===== src/shared/servo_regs_pkg.sv =====
// constants, offsets and carriers for the dedicated data register bank
package servo_regs_pkg;
    // register indices; the byte address is four times the index
    localparam logic [7:0] IDX_CL_TORQUE   = 8'hce;
    localparam logic [7:0] IDX_OL_TORQUE   = 8'hcf;
    localparam logic [7:0] IDX_ERR_LIMITS  = 8'hd0;
    localparam logic [7:0] IDX_DIR_IO      = 8'hd1;
    localparam logic [7:0] IDX_KILL_CAUSE  = 8'hd3;
    localparam logic [7:0] IDX_ANALOG_12   = 8'hd4;
    localparam logic [7:0] IDX_ANALOG_34   = 8'hd5;
    localparam logic [7:0] IDX_SUPPLY_TEMP = 8'hd6;
    localparam logic [7:0] IDX_HC_VOLT     = 8'hd7;
    localparam logic [7:0] IDX_MAX_VOLT    = 8'hd8;
    localparam logic [7:0] IDX_HC_MAXTEMP  = 8'hd9;
    localparam logic [7:0] IDX_COMM_ADDR   = 8'hdb;
    localparam logic [7:0] IDX_ENC_ANGLE   = 8'hea;
    localparam logic [7:0] IDX_STATUS_TWO  = 8'hec;
    localparam logic [7:0] IDX_EXT_IO      = 8'hee;
    localparam logic [7:0] IDX_MOTOR_TEMP  = 8'hf1;
    localparam logic [7:0] IDX_CMD_ERR     = 8'hf3;
    localparam logic [7:0] IDX_UP_TIMER    = 8'hf4;
    localparam logic [7:0] IDX_DOWN_TIMER  = 8'hf5;
    localparam logic [7:0] IDX_CAN_NET     = 8'hf6;
    localparam logic [7:0] IDX_CAN_STATUS  = 8'hf7;
    localparam logic [7:0] IDX_T2_ACC      = 8'hf8;
    localparam logic [7:0] IDX_ERR_LOADADR = 8'hf9;
    localparam logic [7:0] IDX_T2_LOADADR  = 8'hfa;
    localparam logic [7:0] IDX_T2_BUFWIN   = 8'hfb;
    // internal status two bit positions
    localparam int STS_IO_LO         = 12;
    localparam int STS_XIO_POWER     = 9;
    localparam int STS_ENC_ANALOG    = 8;
    localparam int STS_HW_OVERTEMP   = 7;
    localparam int STS_DRIVE_ENABLE  = 6;
    localparam int STS_DRV_OVERTEMP  = 5;
    localparam int STS_MOTOR_TEMP    = 4;
    localparam int STS_FACTORY_DIS   = 3;
    localparam int STS_ENC_REPHASE   = 2;
    localparam int STS_DOWN_ZERO     = 1;
    // can error status: bits 8..3 write-one-to-clear, 2..0 read only
    localparam int CES_W1C_LO        = 3;
    localparam int CES_W1C_HI        = 8;
    localparam int CAN_STATUS_LO     = 16;
    // trajectory state codes stored with a command error
    localparam logic [15:0] TRAJ_INVALID_REG = 16'h0081;
    localparam logic [15:0] TRAJ_PROHIBITED  = 16'h0084;
    localparam logic [15:0] TRAJ_OUT_RANGE   = 16'h0088;
    localparam logic [15:0] CMD_ERR_MAX      = 16'h000c;
    // millisecond tick timing
    localparam int CLK_HZ      = 100_000_000;
    localparam int TICK_MS     = 1;
    localparam int TICK_CYCLES = CLK_HZ / 1000 * TICK_MS;
    localparam logic [31:0] RESET_WORD = 32'h0000_0000;

    // register port request
    typedef struct packed {
        logic        wr;
        logic        rd;
        logic [7:0]  idx;
        logic [31:0] wdata;
    } reg_req_t;

    // live analog readings
    typedef struct packed {
        logic [15:0] ain1;
        logic [15:0] ain2;
        logic [15:0] ain3;
        logic [15:0] ain4;
        logic [15:0] supply;
        logic [15:0] cpu_temp;
        logic [15:0] hc_volt;
        logic [15:0] hc_temp;
        logic [15:0] motor_temp;
    } analog_t;

    // command error capture request
    typedef struct packed {
        logic        valid;
        logic [15:0] cause;
        logic [15:0] traj;
    } cmd_err_t;
endpackage


===== src/verilog/servo_dedicated_data_registers.sv =====
// dedicated data register bank 206..251 of the servo controller
`timescale 1ns/1ps
module servo_dedicated_data_registers
    import servo_regs_pkg::*;
#(
    parameter int TICK_COUNT = TICK_CYCLES
)(
    // clock and reset
    input  wire logic        clk_sys,
    input  wire logic        rstn,
    // register port from the link and threads
    input  wire reg_req_t    req,
    output logic [31:0]      rdata,
    output logic             rvalid,
    // kill capture
    input  wire logic        kill_event,
    input  wire logic [15:0] kill_conditions,
    input  wire logic [15:0] kill_states,
    // command error capture
    input  wire cmd_err_t    cmd_err,
    // live data
    input  wire analog_t     analog,
    input  wire logic [15:0] static_words [0:5],
    input  wire logic [15:0] comm_addr,
    input  wire logic [15:0] enc_cpr,
    input  wire logic [15:0] enc_position,
    input  wire logic        enc_index_pulse,
    input  wire logic [15:0] dir_sense,
    input  wire logic [15:0] io_status_word,
    input  wire logic [15:0] eeprom_load_address,
    input  wire logic [31:0] t2_buffer_window,
    // asynchronous pin levels
    input  wire logic [3:0]  io_lines_hi,
    input  wire logic [15:0] ext_inputs,
    input  wire logic [4:0]  live_faults,
    input  wire logic [2:0]  latch_events,
    // can controller mirrors
    input  wire logic [15:0] can_error_register,
    input  wire logic [7:0]  can_network_state,
    input  wire logic [5:0]  can_err_events,
    input  wire logic [2:0]  can_err_levels,
    input  wire logic [5:0]  can_global_status,
    // thread two accumulator write from its own thread
    input  wire logic        t2_acc_we,
    input  wire logic [31:0] t2_acc_wdata,
    // outputs to motion logic and pins
    output logic [31:0]      cl_torque,
    output logic [31:0]      ol_torque,
    output logic [31:0]      error_limits,
    output logic [15:0]      ext_outputs,
    output logic             motor_overtemp,
    output logic [31:0]      t2_accumulator
);
    // register storage
    logic [31:0] kill_cause;       // conditions:states
    logic [31:0] motor_temp_max;   // only high half used
    logic [31:0] cmd_err_capture;  // cause:trajectory
    logic [31:0] up_timer;         // free running ms
    logic [31:0] down_timer;       // stops at zero
    logic        down_zero;        // set once down timer hits zero
    logic [2:0]  status_latched;   // power, analog, rephase
    logic        index_seen;       // modulo angle valid
    logic [5:0]  can_err_sticky;   // write-one-clear flags
    logic [16:0] tick_cnt;         // ms prescaler
    logic        ms_tick;          // one cycle per millisecond
    logic [31:0] ext_io_out;       // low half only
    // two-stage synchronisers for pin inputs
    logic [37:0] sync_a;
    logic [37:0] sync_b;
    logic [37:0] pins_raw;
    logic [15:0] status_two;
    logic [31:0] next_rdata;

    assign pins_raw = {io_lines_hi, ext_inputs, live_faults, latch_events,
                       can_err_events, can_err_levels, 1'b0};

    // pins cross into the clock domain before any use
    always_ff @(posedge clk_sys)
    begin
        if (!rstn)
        begin
            sync_a <= '0;
            sync_b <= '0;
        end
        else
        begin
            sync_a <= pins_raw;
            sync_b <= sync_a;
        end
    end

    // register writes of host settings, any time even during motion
    always_ff @(posedge clk_sys)
    begin
        if (!rstn)
        begin
            cl_torque    <= RESET_WORD;
            ol_torque    <= RESET_WORD;
            error_limits <= RESET_WORD;
            ext_io_out   <= RESET_WORD;
            motor_temp_max <= RESET_WORD;
        end
        else if (req.wr)
        begin
            unique case (req.idx)
                IDX_CL_TORQUE:  cl_torque    <= req.wdata;
                IDX_OL_TORQUE:  ol_torque    <= req.wdata;
                IDX_ERR_LIMITS: error_limits <= req.wdata;
                IDX_EXT_IO:     ext_io_out   <= {16'h0000, req.wdata[15:0]};
                // measured half is live, only the limit is kept
                IDX_MOTOR_TEMP: motor_temp_max <= {req.wdata[31:16], 16'h0000};
                default:        ;
            endcase
        end
    end
    assign ext_outputs = ext_io_out[15:0];

    // over-temperature compare, a zero maximum disables it
    always_ff @(posedge clk_sys)
    begin
        if (!rstn)
            motor_overtemp <= 1'b0;
        else
            motor_overtemp <= (motor_temp_max[31:16] != 16'h0000) &&
                              (analog.motor_temp > motor_temp_max[31:16]);
    end

    // kill capture; a hardware capture wins over a software write
    always_ff @(posedge clk_sys)
    begin
        if (!rstn)
            kill_cause <= RESET_WORD;
        else if (kill_event)
            kill_cause <= {kill_conditions, kill_states};
        else if (req.wr && req.idx == IDX_KILL_CAUSE)
            kill_cause <= req.wdata;
    end

    // command error capture; only causes 1..12 are taken
    always_ff @(posedge clk_sys)
    begin
        if (!rstn)
            cmd_err_capture <= RESET_WORD;
        else if (cmd_err.valid && cmd_err.cause != 16'h0000 &&
                 cmd_err.cause <= CMD_ERR_MAX)
            cmd_err_capture <= {cmd_err.cause, cmd_err.traj};
        else if (req.wr && req.idx == IDX_CMD_ERR)
            cmd_err_capture <= req.wdata;
    end

    // millisecond prescaler
    always_ff @(posedge clk_sys)
    begin
        if (!rstn)
        begin
            tick_cnt <= '0;
            ms_tick  <= 1'b0;
        end
        else if (tick_cnt == 17'(TICK_COUNT - 1))
        begin
            tick_cnt <= '0;
            ms_tick  <= 1'b1;
        end
        else
        begin
            tick_cnt <= tick_cnt + 17'd1;
            ms_tick  <= 1'b0;
        end
    end

    // up timer wraps naturally; a write takes priority over the tick
    always_ff @(posedge clk_sys)
    begin
        if (!rstn)
            up_timer <= RESET_WORD;
        else if (req.wr && req.idx == IDX_UP_TIMER)
            up_timer <= req.wdata;
        else if (ms_tick)
            up_timer <= up_timer + 32'd1;
    end

    // down timer stops at zero and raises the status flag
    always_ff @(posedge clk_sys)
    begin
        if (!rstn)
        begin
            down_timer <= RESET_WORD;
            down_zero  <= 1'b0;
        end
        else if (req.wr && req.idx == IDX_DOWN_TIMER)
        begin
            down_timer <= req.wdata;
            down_zero  <= (req.wdata == 32'h0000_0000);
        end
        else if (ms_tick && down_timer != 32'h0000_0000)
        begin
            down_timer <= down_timer - 32'd1;
            down_zero  <= (down_timer == 32'd1);
        end
    end

    // latched status flags; cleared only by reset
    always_ff @(posedge clk_sys)
    begin
        if (!rstn)
            status_latched <= 3'b000;
        else
            status_latched <= status_latched | sync_b[12:10];
    end

    // modulo angle becomes valid after first index
    always_ff @(posedge clk_sys)
    begin
        if (!rstn)
            index_seen <= 1'b0;
        else if (enc_index_pulse)
            index_seen <= 1'b1;
    end

    // can error flags: set wins over a write-one clear
    generate
        for (genvar i = 0; i < 6; i++)
        begin : g_can_err
            always_ff @(posedge clk_sys)
            begin
                if (!rstn)
                    can_err_sticky[i] <= 1'b0;
                else if (sync_b[i + 4])
                    can_err_sticky[i] <= 1'b1;
                else if (req.wr && req.idx == IDX_CAN_STATUS &&
                         req.wdata[CAN_STATUS_LO + CES_W1C_LO + i])
                    can_err_sticky[i] <= 1'b0;
            end
        end
    endgenerate

    // thread two accumulator shared by its thread and the links
    always_ff @(posedge clk_sys)
    begin
        if (!rstn)
            t2_accumulator <= RESET_WORD;
        else if (t2_acc_we)
            t2_accumulator <= t2_acc_wdata;
        else if (req.wr && req.idx == IDX_T2_ACC)
            t2_accumulator <= req.wdata;
    end

    // status word two assembly
    always_comb
    begin
        status_two = 16'h0000;
        status_two[15:STS_IO_LO]       = sync_b[37:34];
        status_two[STS_XIO_POWER]      = status_latched[2];
        status_two[STS_ENC_ANALOG]     = status_latched[1];
        status_two[STS_HW_OVERTEMP:STS_FACTORY_DIS] = sync_b[17:13];
        status_two[STS_ENC_REPHASE]    = status_latched[0];
        status_two[STS_DOWN_ZERO]      = down_zero;
    end

    // read mux; unmapped and reserved indices read zero
    always_comb
    begin
        next_rdata = 32'h0000_0000;
        unique case (req.idx)
            IDX_CL_TORQUE:   next_rdata = cl_torque;
            IDX_OL_TORQUE:   next_rdata = ol_torque;
            IDX_ERR_LIMITS:  next_rdata = error_limits;
            IDX_DIR_IO:      next_rdata = {dir_sense, io_status_word};
            IDX_KILL_CAUSE:  next_rdata = kill_cause;
            IDX_ANALOG_12:   next_rdata = {analog.ain1, analog.ain2};
            IDX_ANALOG_34:   next_rdata = {analog.ain3, analog.ain4};
            IDX_SUPPLY_TEMP: next_rdata = {analog.supply, analog.cpu_temp};
            IDX_HC_VOLT:     next_rdata = {analog.hc_volt, analog.hc_temp};
            IDX_MAX_VOLT:    next_rdata = {static_words[0], static_words[1]};
            IDX_HC_MAXTEMP:  next_rdata = {static_words[2], static_words[3]};
            IDX_COMM_ADDR:   next_rdata = {comm_addr, 16'h0000};
            IDX_ENC_ANGLE:   next_rdata = {enc_cpr,
                                 index_seen ? enc_position : 16'h0000};
            IDX_STATUS_TWO:  next_rdata = {status_two, 16'h0000};
            IDX_EXT_IO:      next_rdata = {sync_b[33:18], ext_io_out[15:0]};
            IDX_MOTOR_TEMP:  next_rdata = {motor_temp_max[31:16], analog.motor_temp};
            IDX_CMD_ERR:     next_rdata = cmd_err_capture;
            IDX_UP_TIMER:    next_rdata = up_timer;
            IDX_DOWN_TIMER:  next_rdata = down_timer;
            IDX_CAN_NET:     next_rdata = {can_error_register,
                                           8'h00, can_network_state};
            IDX_CAN_STATUS:  next_rdata = {7'h00, can_err_sticky, sync_b[3:1],
                                           10'h000, can_global_status[5:3],
                                           1'b0, can_global_status[1:0]};
            IDX_T2_ACC:      next_rdata = t2_accumulator;
            IDX_ERR_LOADADR: next_rdata = {eeprom_load_address, 16'h0000};
            IDX_T2_LOADADR:  next_rdata = {static_words[4], 16'h0000};
            IDX_T2_BUFWIN:   next_rdata = t2_buffer_window;
            default:         next_rdata = 32'h0000_0000;
        endcase
    end

    // read data registered one cycle after request; reads have no side effect
    always_ff @(posedge clk_sys)
    begin
        if (!rstn)
        begin
            rdata  <= RESET_WORD;
            rvalid <= 1'b0;
        end
        else
        begin
            rdata  <= req.rd ? next_rdata : rdata;
            rvalid <= req.rd;
        end
    end
endmodule


===== config.mk =====
export PLATFORM = sky130hd
export DESIGN_NAME = servo_dedicated_data_registers
export DESIGN_NICKNAME = d
export VERILOG_FILES = /design/src/shared/servo_regs_pkg.sv /design/src/verilog/servo_dedicated_data_registers.sv
export SDC_FILE = /design/constraint.sdc
export NUM_CORES = 1
export LEC_CHECK = 0
export ABC_AREA = 1
export BUFFER_PORTS_ARGS = -buffer_cell sky130_fd_sc_hd__buf_2
export CAP_MARGIN = 10
export CELL_PAD_IN_SITES_DETAIL_PLACEMENT = 1
export CELL_PAD_IN_SITES_GLOBAL_PLACEMENT = 2
export CORE_AREA = 2 2 296 298
export DETAILED_ROUTE_END_ITERATION = 10
export DIE_AREA = 0 0 298 300
export PLACE_DENSITY_LB_ADDON = 0.1
export SLEW_MARGIN = 40
export SYNTH_ARGS = -nofsm -noshare
export SYNTH_HDL_FRONTEND = slang
export SYNTH_SLANG_ARGS = --single-unit

===== constraint.sdc =====
create_clock -name clk_sys -period 2.6 [get_ports clk_sys]
set_input_delay 0.52 -clock clk_sys [delete_from_list [all_inputs] [get_ports clk_sys]]
set_output_delay 0.52 -clock clk_sys [all_outputs]
set_load 0.1 [all_outputs]

# After elaboration in Yosys (flattened, before gate mapping)
# Cells that the tools add are included.
# totals
reg_bits,427
input_bits,579
word_cells,125
# classes
n_addsub,3
magnitude_cmp,2
eq_ne,27
muxes,27
n_bitwise,2
n_reduce_logical,37
# ops
cell,n
$pmux W32 S25,1
$mux W32,10
$eq A8 B8 Y1 const B,25
$add A32 B1 Y32 const B,1
$eq A32 B1 Y1 const B,1
$logic_not A32 Y1,1
$reduce_bool A16 Y1,2
$reduce_bool A32 Y1,1
$sub A32 B1 Y32 const B,1
$reduce_bool A2 Y1,11
$add A17 B1 Y17 const B,1
$eq A17 B17 Y1 const B,1
$gt A16 B16 Y1,1
$le A16 B4 Y1 const B,1
$logic_and A1 B1 Y1,16
$mux W16,1
$mux W1,15
$reduce_and A2 Y1,5
$or A3 B3 Y3,1
$reduce_or A2 Y1,1
$not A1 Y1,1

# Longest topological paths before layout
# depth
ltp_word,5
mapped_depth,13
ltp_nobuf,13

# Worst setup path after synthesis
# Ideal clock, no wire load.
# synth_timing
path_kind,input to register
from,input port req[38] in the netlist's numbering
to,register up_timer[21]
t_arrival_ns,1.679
setup_slack_ns,0.794
path_stages,11
path_cell_list,nand2_2 > nor2_4 > inv_1 > nor3_1 > nand2_1 > buf_2 > nand2_2 > inv_2 > buf_2 > a21oi_1 > nor2_1
# synth_via
elab_chain_cells,3
# synth_rtl
item,line,rtl
from (decl),servo_dedicated_data_registers.sv:12,"input wire reg_req_t req,"
$eq A8 B8 Y1 (*),servo_dedicated_data_registers.sv:176,else if (req.wr && req.idx == IDX_UP_TIMER)
$logic_and A1 B1 Y1 (*),servo_dedicated_data_registers.sv:176,
$mux W32 or $reduce_bool A2 Y1 (tied branches),--,
to (signal assigned),servo_dedicated_data_registers.sv:177,up_timer <= req.wdata;
to (signal assigned),servo_dedicated_data_registers.sv:179,up_timer <= up_timer + 32'd1;
to (decl),servo_dedicated_data_registers.sv:58,logic [31:0] up_timer;
# Mark *: on every way between the ends. The rest lies on a longest branch, timed or not.
# A chain may end at the register's enable or synchronous reset.

# Worst setup path after layout
# layout_timing
from,register up_timer[0]
to,register up_timer[17]
# layout_via
elab_chain_cells,3
# layout_rtl
item,line,rtl
$add A32 B1 Y32,servo_dedicated_data_registers.sv:179,
$mux W32,servo_dedicated_data_registers.sv:178,else if (ms_tick)
$mux W32,servo_dedicated_data_registers.sv:176,
# No other way between the ends. The select of a mux whose other input is x is not followed.

==> results.py <==
metrics = {
    "global_route": {
        "grt_pass1_wl_um": 227100,
        "gr-total-overflow": 0,
        "grt_max_degree": 79,
        "antenna_found_initial": 34,
        "grtUsageTotal_pct": 35.46,
        "grt_pass1_vias": 29870,
    },
    "pwr": {
        "clkPwrFrac_pct": 47.5,
        "power_frac_comb_pct": 12.8,
        "internal_power_mw": 12.09,
        "power_density_mw_per_mm2": 515.6,
        "p_seq_share_pct": 39.6,
        "peakVddDrop_mv": 0.5819,
        "swShare_pct": 29.11,
        "p_leak_nw": 16.27,
        "switching_power_mw": 4.965,
    },
    "sta": {
        "rsz0062_at_grt": "no",
        "maxSlewHeadroom_pct": 46.03,
        "maxSlewViolCount": 0,
        "period_share_pct": 93.86,
        "tightestPinTransition_ns": 0.8086,
        "finalHoldViolCount": 0,
        "clock_skew_ns": 0.03666,
        "min_period_ns": 2.440,
        "fmax_mhz": 409.8,
        "fin_setup_tns_ns": 0,
        "final-setup-viol-count": 0,
    },
    "place": {
        "dpl_cell_area_mm2": 0.03118,
        "portBuffers": 739,
        "dpl.hpwl_um": 131500,
        "gp_congestion": 0.9592,
    },
    "clock_tree": {
        "cts_made_buffers": 54,
        "clkSinkCount": 425,
        "clock_path_buffers": 3,
        "insertion_delay_ns": 0.65,
        "cts_tree": "done",
        "cts_resized": 0,
        "cts_post_setup_buffers_inserted": 0,
        "cts_hold_buf": 0,
        "path_clk_slew_ns": 0.06,
        "cts_root_buf": "clkbuf_16",
        "htree_levels": 2,
    },
    "floorplanning": {
        "initial_core_util_pct": 28.80,
        "core-area_mm2": 0.08621,
        "die_h_um": 300,
        "rows": 108,
        "io_pins": 757,
        "die_x_um": 298,
        "die_area_mm2": 0.08940,
    },
    "detailed_routing": {
        "wirelength_um": 165100,
        "via_count": 31380,
        "drc": 0,
        "post_drt_wl_per_cell_um": 27.42,
        "ant_nets": 0,
        "viasPerCell": 5.212,
        "initialDrtViolationCount": 2964,
        "dr.pass1.iters": 5,
    },
    "logic_synthesis": {
        "synth_top_area_share_pct": 34.27,
        "synth_compound_area_share_pct": 12.80,
        "synth_edf_count": 0,
        "synthArstFlopShare_pct": 0,
        "syn_avg_cell_area_um2": 6.140,
        "ys_seq_elements": 425,
        "post_synth_instance_area_mm2": 0.02483,
        "synthDistinctLibCells": 41,
        "synth_top_family_by_area": "simple AND/OR/NAND/NOR gates",
        "synth_mux_area_share_pct": 0,
        "synth_ff_type": "dfxtp_1",
        "yosys_warnings": 0,
        "ys_seq_area_share_pct": 34.27,
        "synth_nets": 4643,
        "synth_xor_area_share_pct": 1.693,
        "yosys.area_share.simple_pct": 39.68,
        "synth_adder_area_share_pct": 1.008,
        "synth_top_cell_by_area": "dfxtp_1",
        "ys_top_cells_by_area": "dfxtp_1, nand2_1, nand3_1",
        "synth_cells": 4044,
    },
    "run": {
        "maxCapViolations": 0,
    },
    "final_layout": {
        "final_common_cell": "nand2_1",
        "fill_cells": 11460,
        "nNetsFinal": 5406,
        "final_cell_area_mm2": 0.03308,
        "area_growth_pct": 33.24,
        "layout-drive-gt1-share_pct": 23.00,
        "most-common-layout-cells": "nand2_1, buf_2, nand3_1",
    },
    "setup_path": {
        "crit_path_end_kind": "register",
        "crit_arrival_ns": 2.93,
        "crit_type": "reg2reg",
        "rrSetupSlack_ns": 0.16,
        "cp_data_required_time_ns": 3.09,
        "path_max_fanout": 5,
        "cp-start-kind": "register",
    },
    "run_status": {
        "status": "finished, final reports clean",
    },
    "hold_path": {
        "min_path_type": "in2reg",
    },
}
-- path summary, 6_finish.rpt --
check	from	to	depth (start not counted)
worst min-delay path	can_err_events[5]	sync_a[9]	3
worst max-delay path	up_timer[0]	up_timer[17]	8
worst min register to register	sync_b[5]	can_err_sticky[1]	2
worst max register to register	up_timer[0]	up_timer[17]	8
-- cell type report --
class | count | area [µm²] | share of cell area (%)
Timing Repair Buffer | 980 | 6077 | 18.37
Clock buffer | 78 | 1521 | 4.599
Multi-Input combinational cell | 2980 | 13770 | 41.63
Sequential cell | 425 | 8508 | 25.72
Inverter | 366 | 1379 | 4.168
Clock inverter | 23 | 342.8 | 1.036
Tap cell | 1155 | 1445 | 4.368
Antenna cell | 15 | 37.54 | 0.1135
-- critical path: stages, from the launching register on --
cell and delay (ns):
dfxtp_1 0.45, nand3_1 0.26, nor2_1 0.27, nand2_1 0.23, nor2_1 0.42, nand3_1 0.26, xnor2_1 0.19, a21oi_1 0.16
nor2_1 0.06
-- per-stage QoR --
step / utilization [%] / total power, mW / setup WS (ns) / instances / hold slack, ns
3_3_place_gp: 36.17 / 9.037 / 0.01426 / 5906 / 0.3954
3_5_place_dp: 36.17 / 9.049 / 0.001313 / 5906 / 0.4020
5_1_grt: 38.35 / 17.52 / 0.02523 / 6015 / 0.04569
2_1_floorplan: - / 7.779 / 0.7936 / 4044 / 0.3905
4_1_cts: 38.33 / 17.13 / 0.2583 / 6007 / 0.02506
6_report: 38.37 / 17.06 / 0.1597 / 6022 / 0.05114
-- registers in the layout (all words and copies together), names as in the netlist, 32 cells and up --
register and count:
cl_torque 32, cmd_err_capture 32, down_timer 32, error_limits 32
kill_cause 32, ol_torque 32, rdata 32, sync_a 37
sync_b 37, t2_accumulator 32, up_timer 32
-- routing by layer --
layer	vias to the layer above	track usage, %	share of wire, %
met5	-	0	0.074
met2	1149	58.21	46
met1	15280	47.18	44
li1	14720	-	-
met3	211	6.070	6.8
met4	22	11.61	3.5
-- power by group through the flow --
stage                     logic [mW]  clock network, mW  registers (mW)
final                           2.19               8.11            6.75
after global routing            2.29               8.46            6.76
after CTS                       2.16               8.22            6.75
after detailed placement        2.15                  0            6.89
after global placement          2.15                  0            6.89
after floorplan                0.628                  0            7.15
-- cells in the mapped netlist (5+ instances only) --
master,count
a21oi_1,283
buf_2,147
nand2_1,980
xnor2_1,13
a31oi_1,53
xor2_1,35
nand4_1,41
buf_1,7
a211oi_1,15
inv_2,12
o21ai_0,217
nor2_1,507
dfxtp_1,425
nor2_2,9
nor3_1,36
buf_4,6
clkbuf_1,111
nor2_4,6
nor4_1,5
nand2_2,9
ha_1,20
nand3b_1,6
nand3_1,698
inv_1,353
o21ai_1,16
o22ai_1,11
-- cell families (layout without fill, tap and decap cells) --
| family | count (synthesis) | after routing |
|---|---|---|
| AND/OR/NAND/NOR | 2308 | 2308 |
| buffers and inverters | 639 | 1447 |
| AO/OA/AOI/OAI | 604 | 604 |
| flip-flops | 425 | 425 |
| XOR/XNOR | 48 | 48 |
| adder cells (fa/ha/maj) | 20 | 20 |
| other | 0 | 15 |
(Power assumes the default switching activity.)
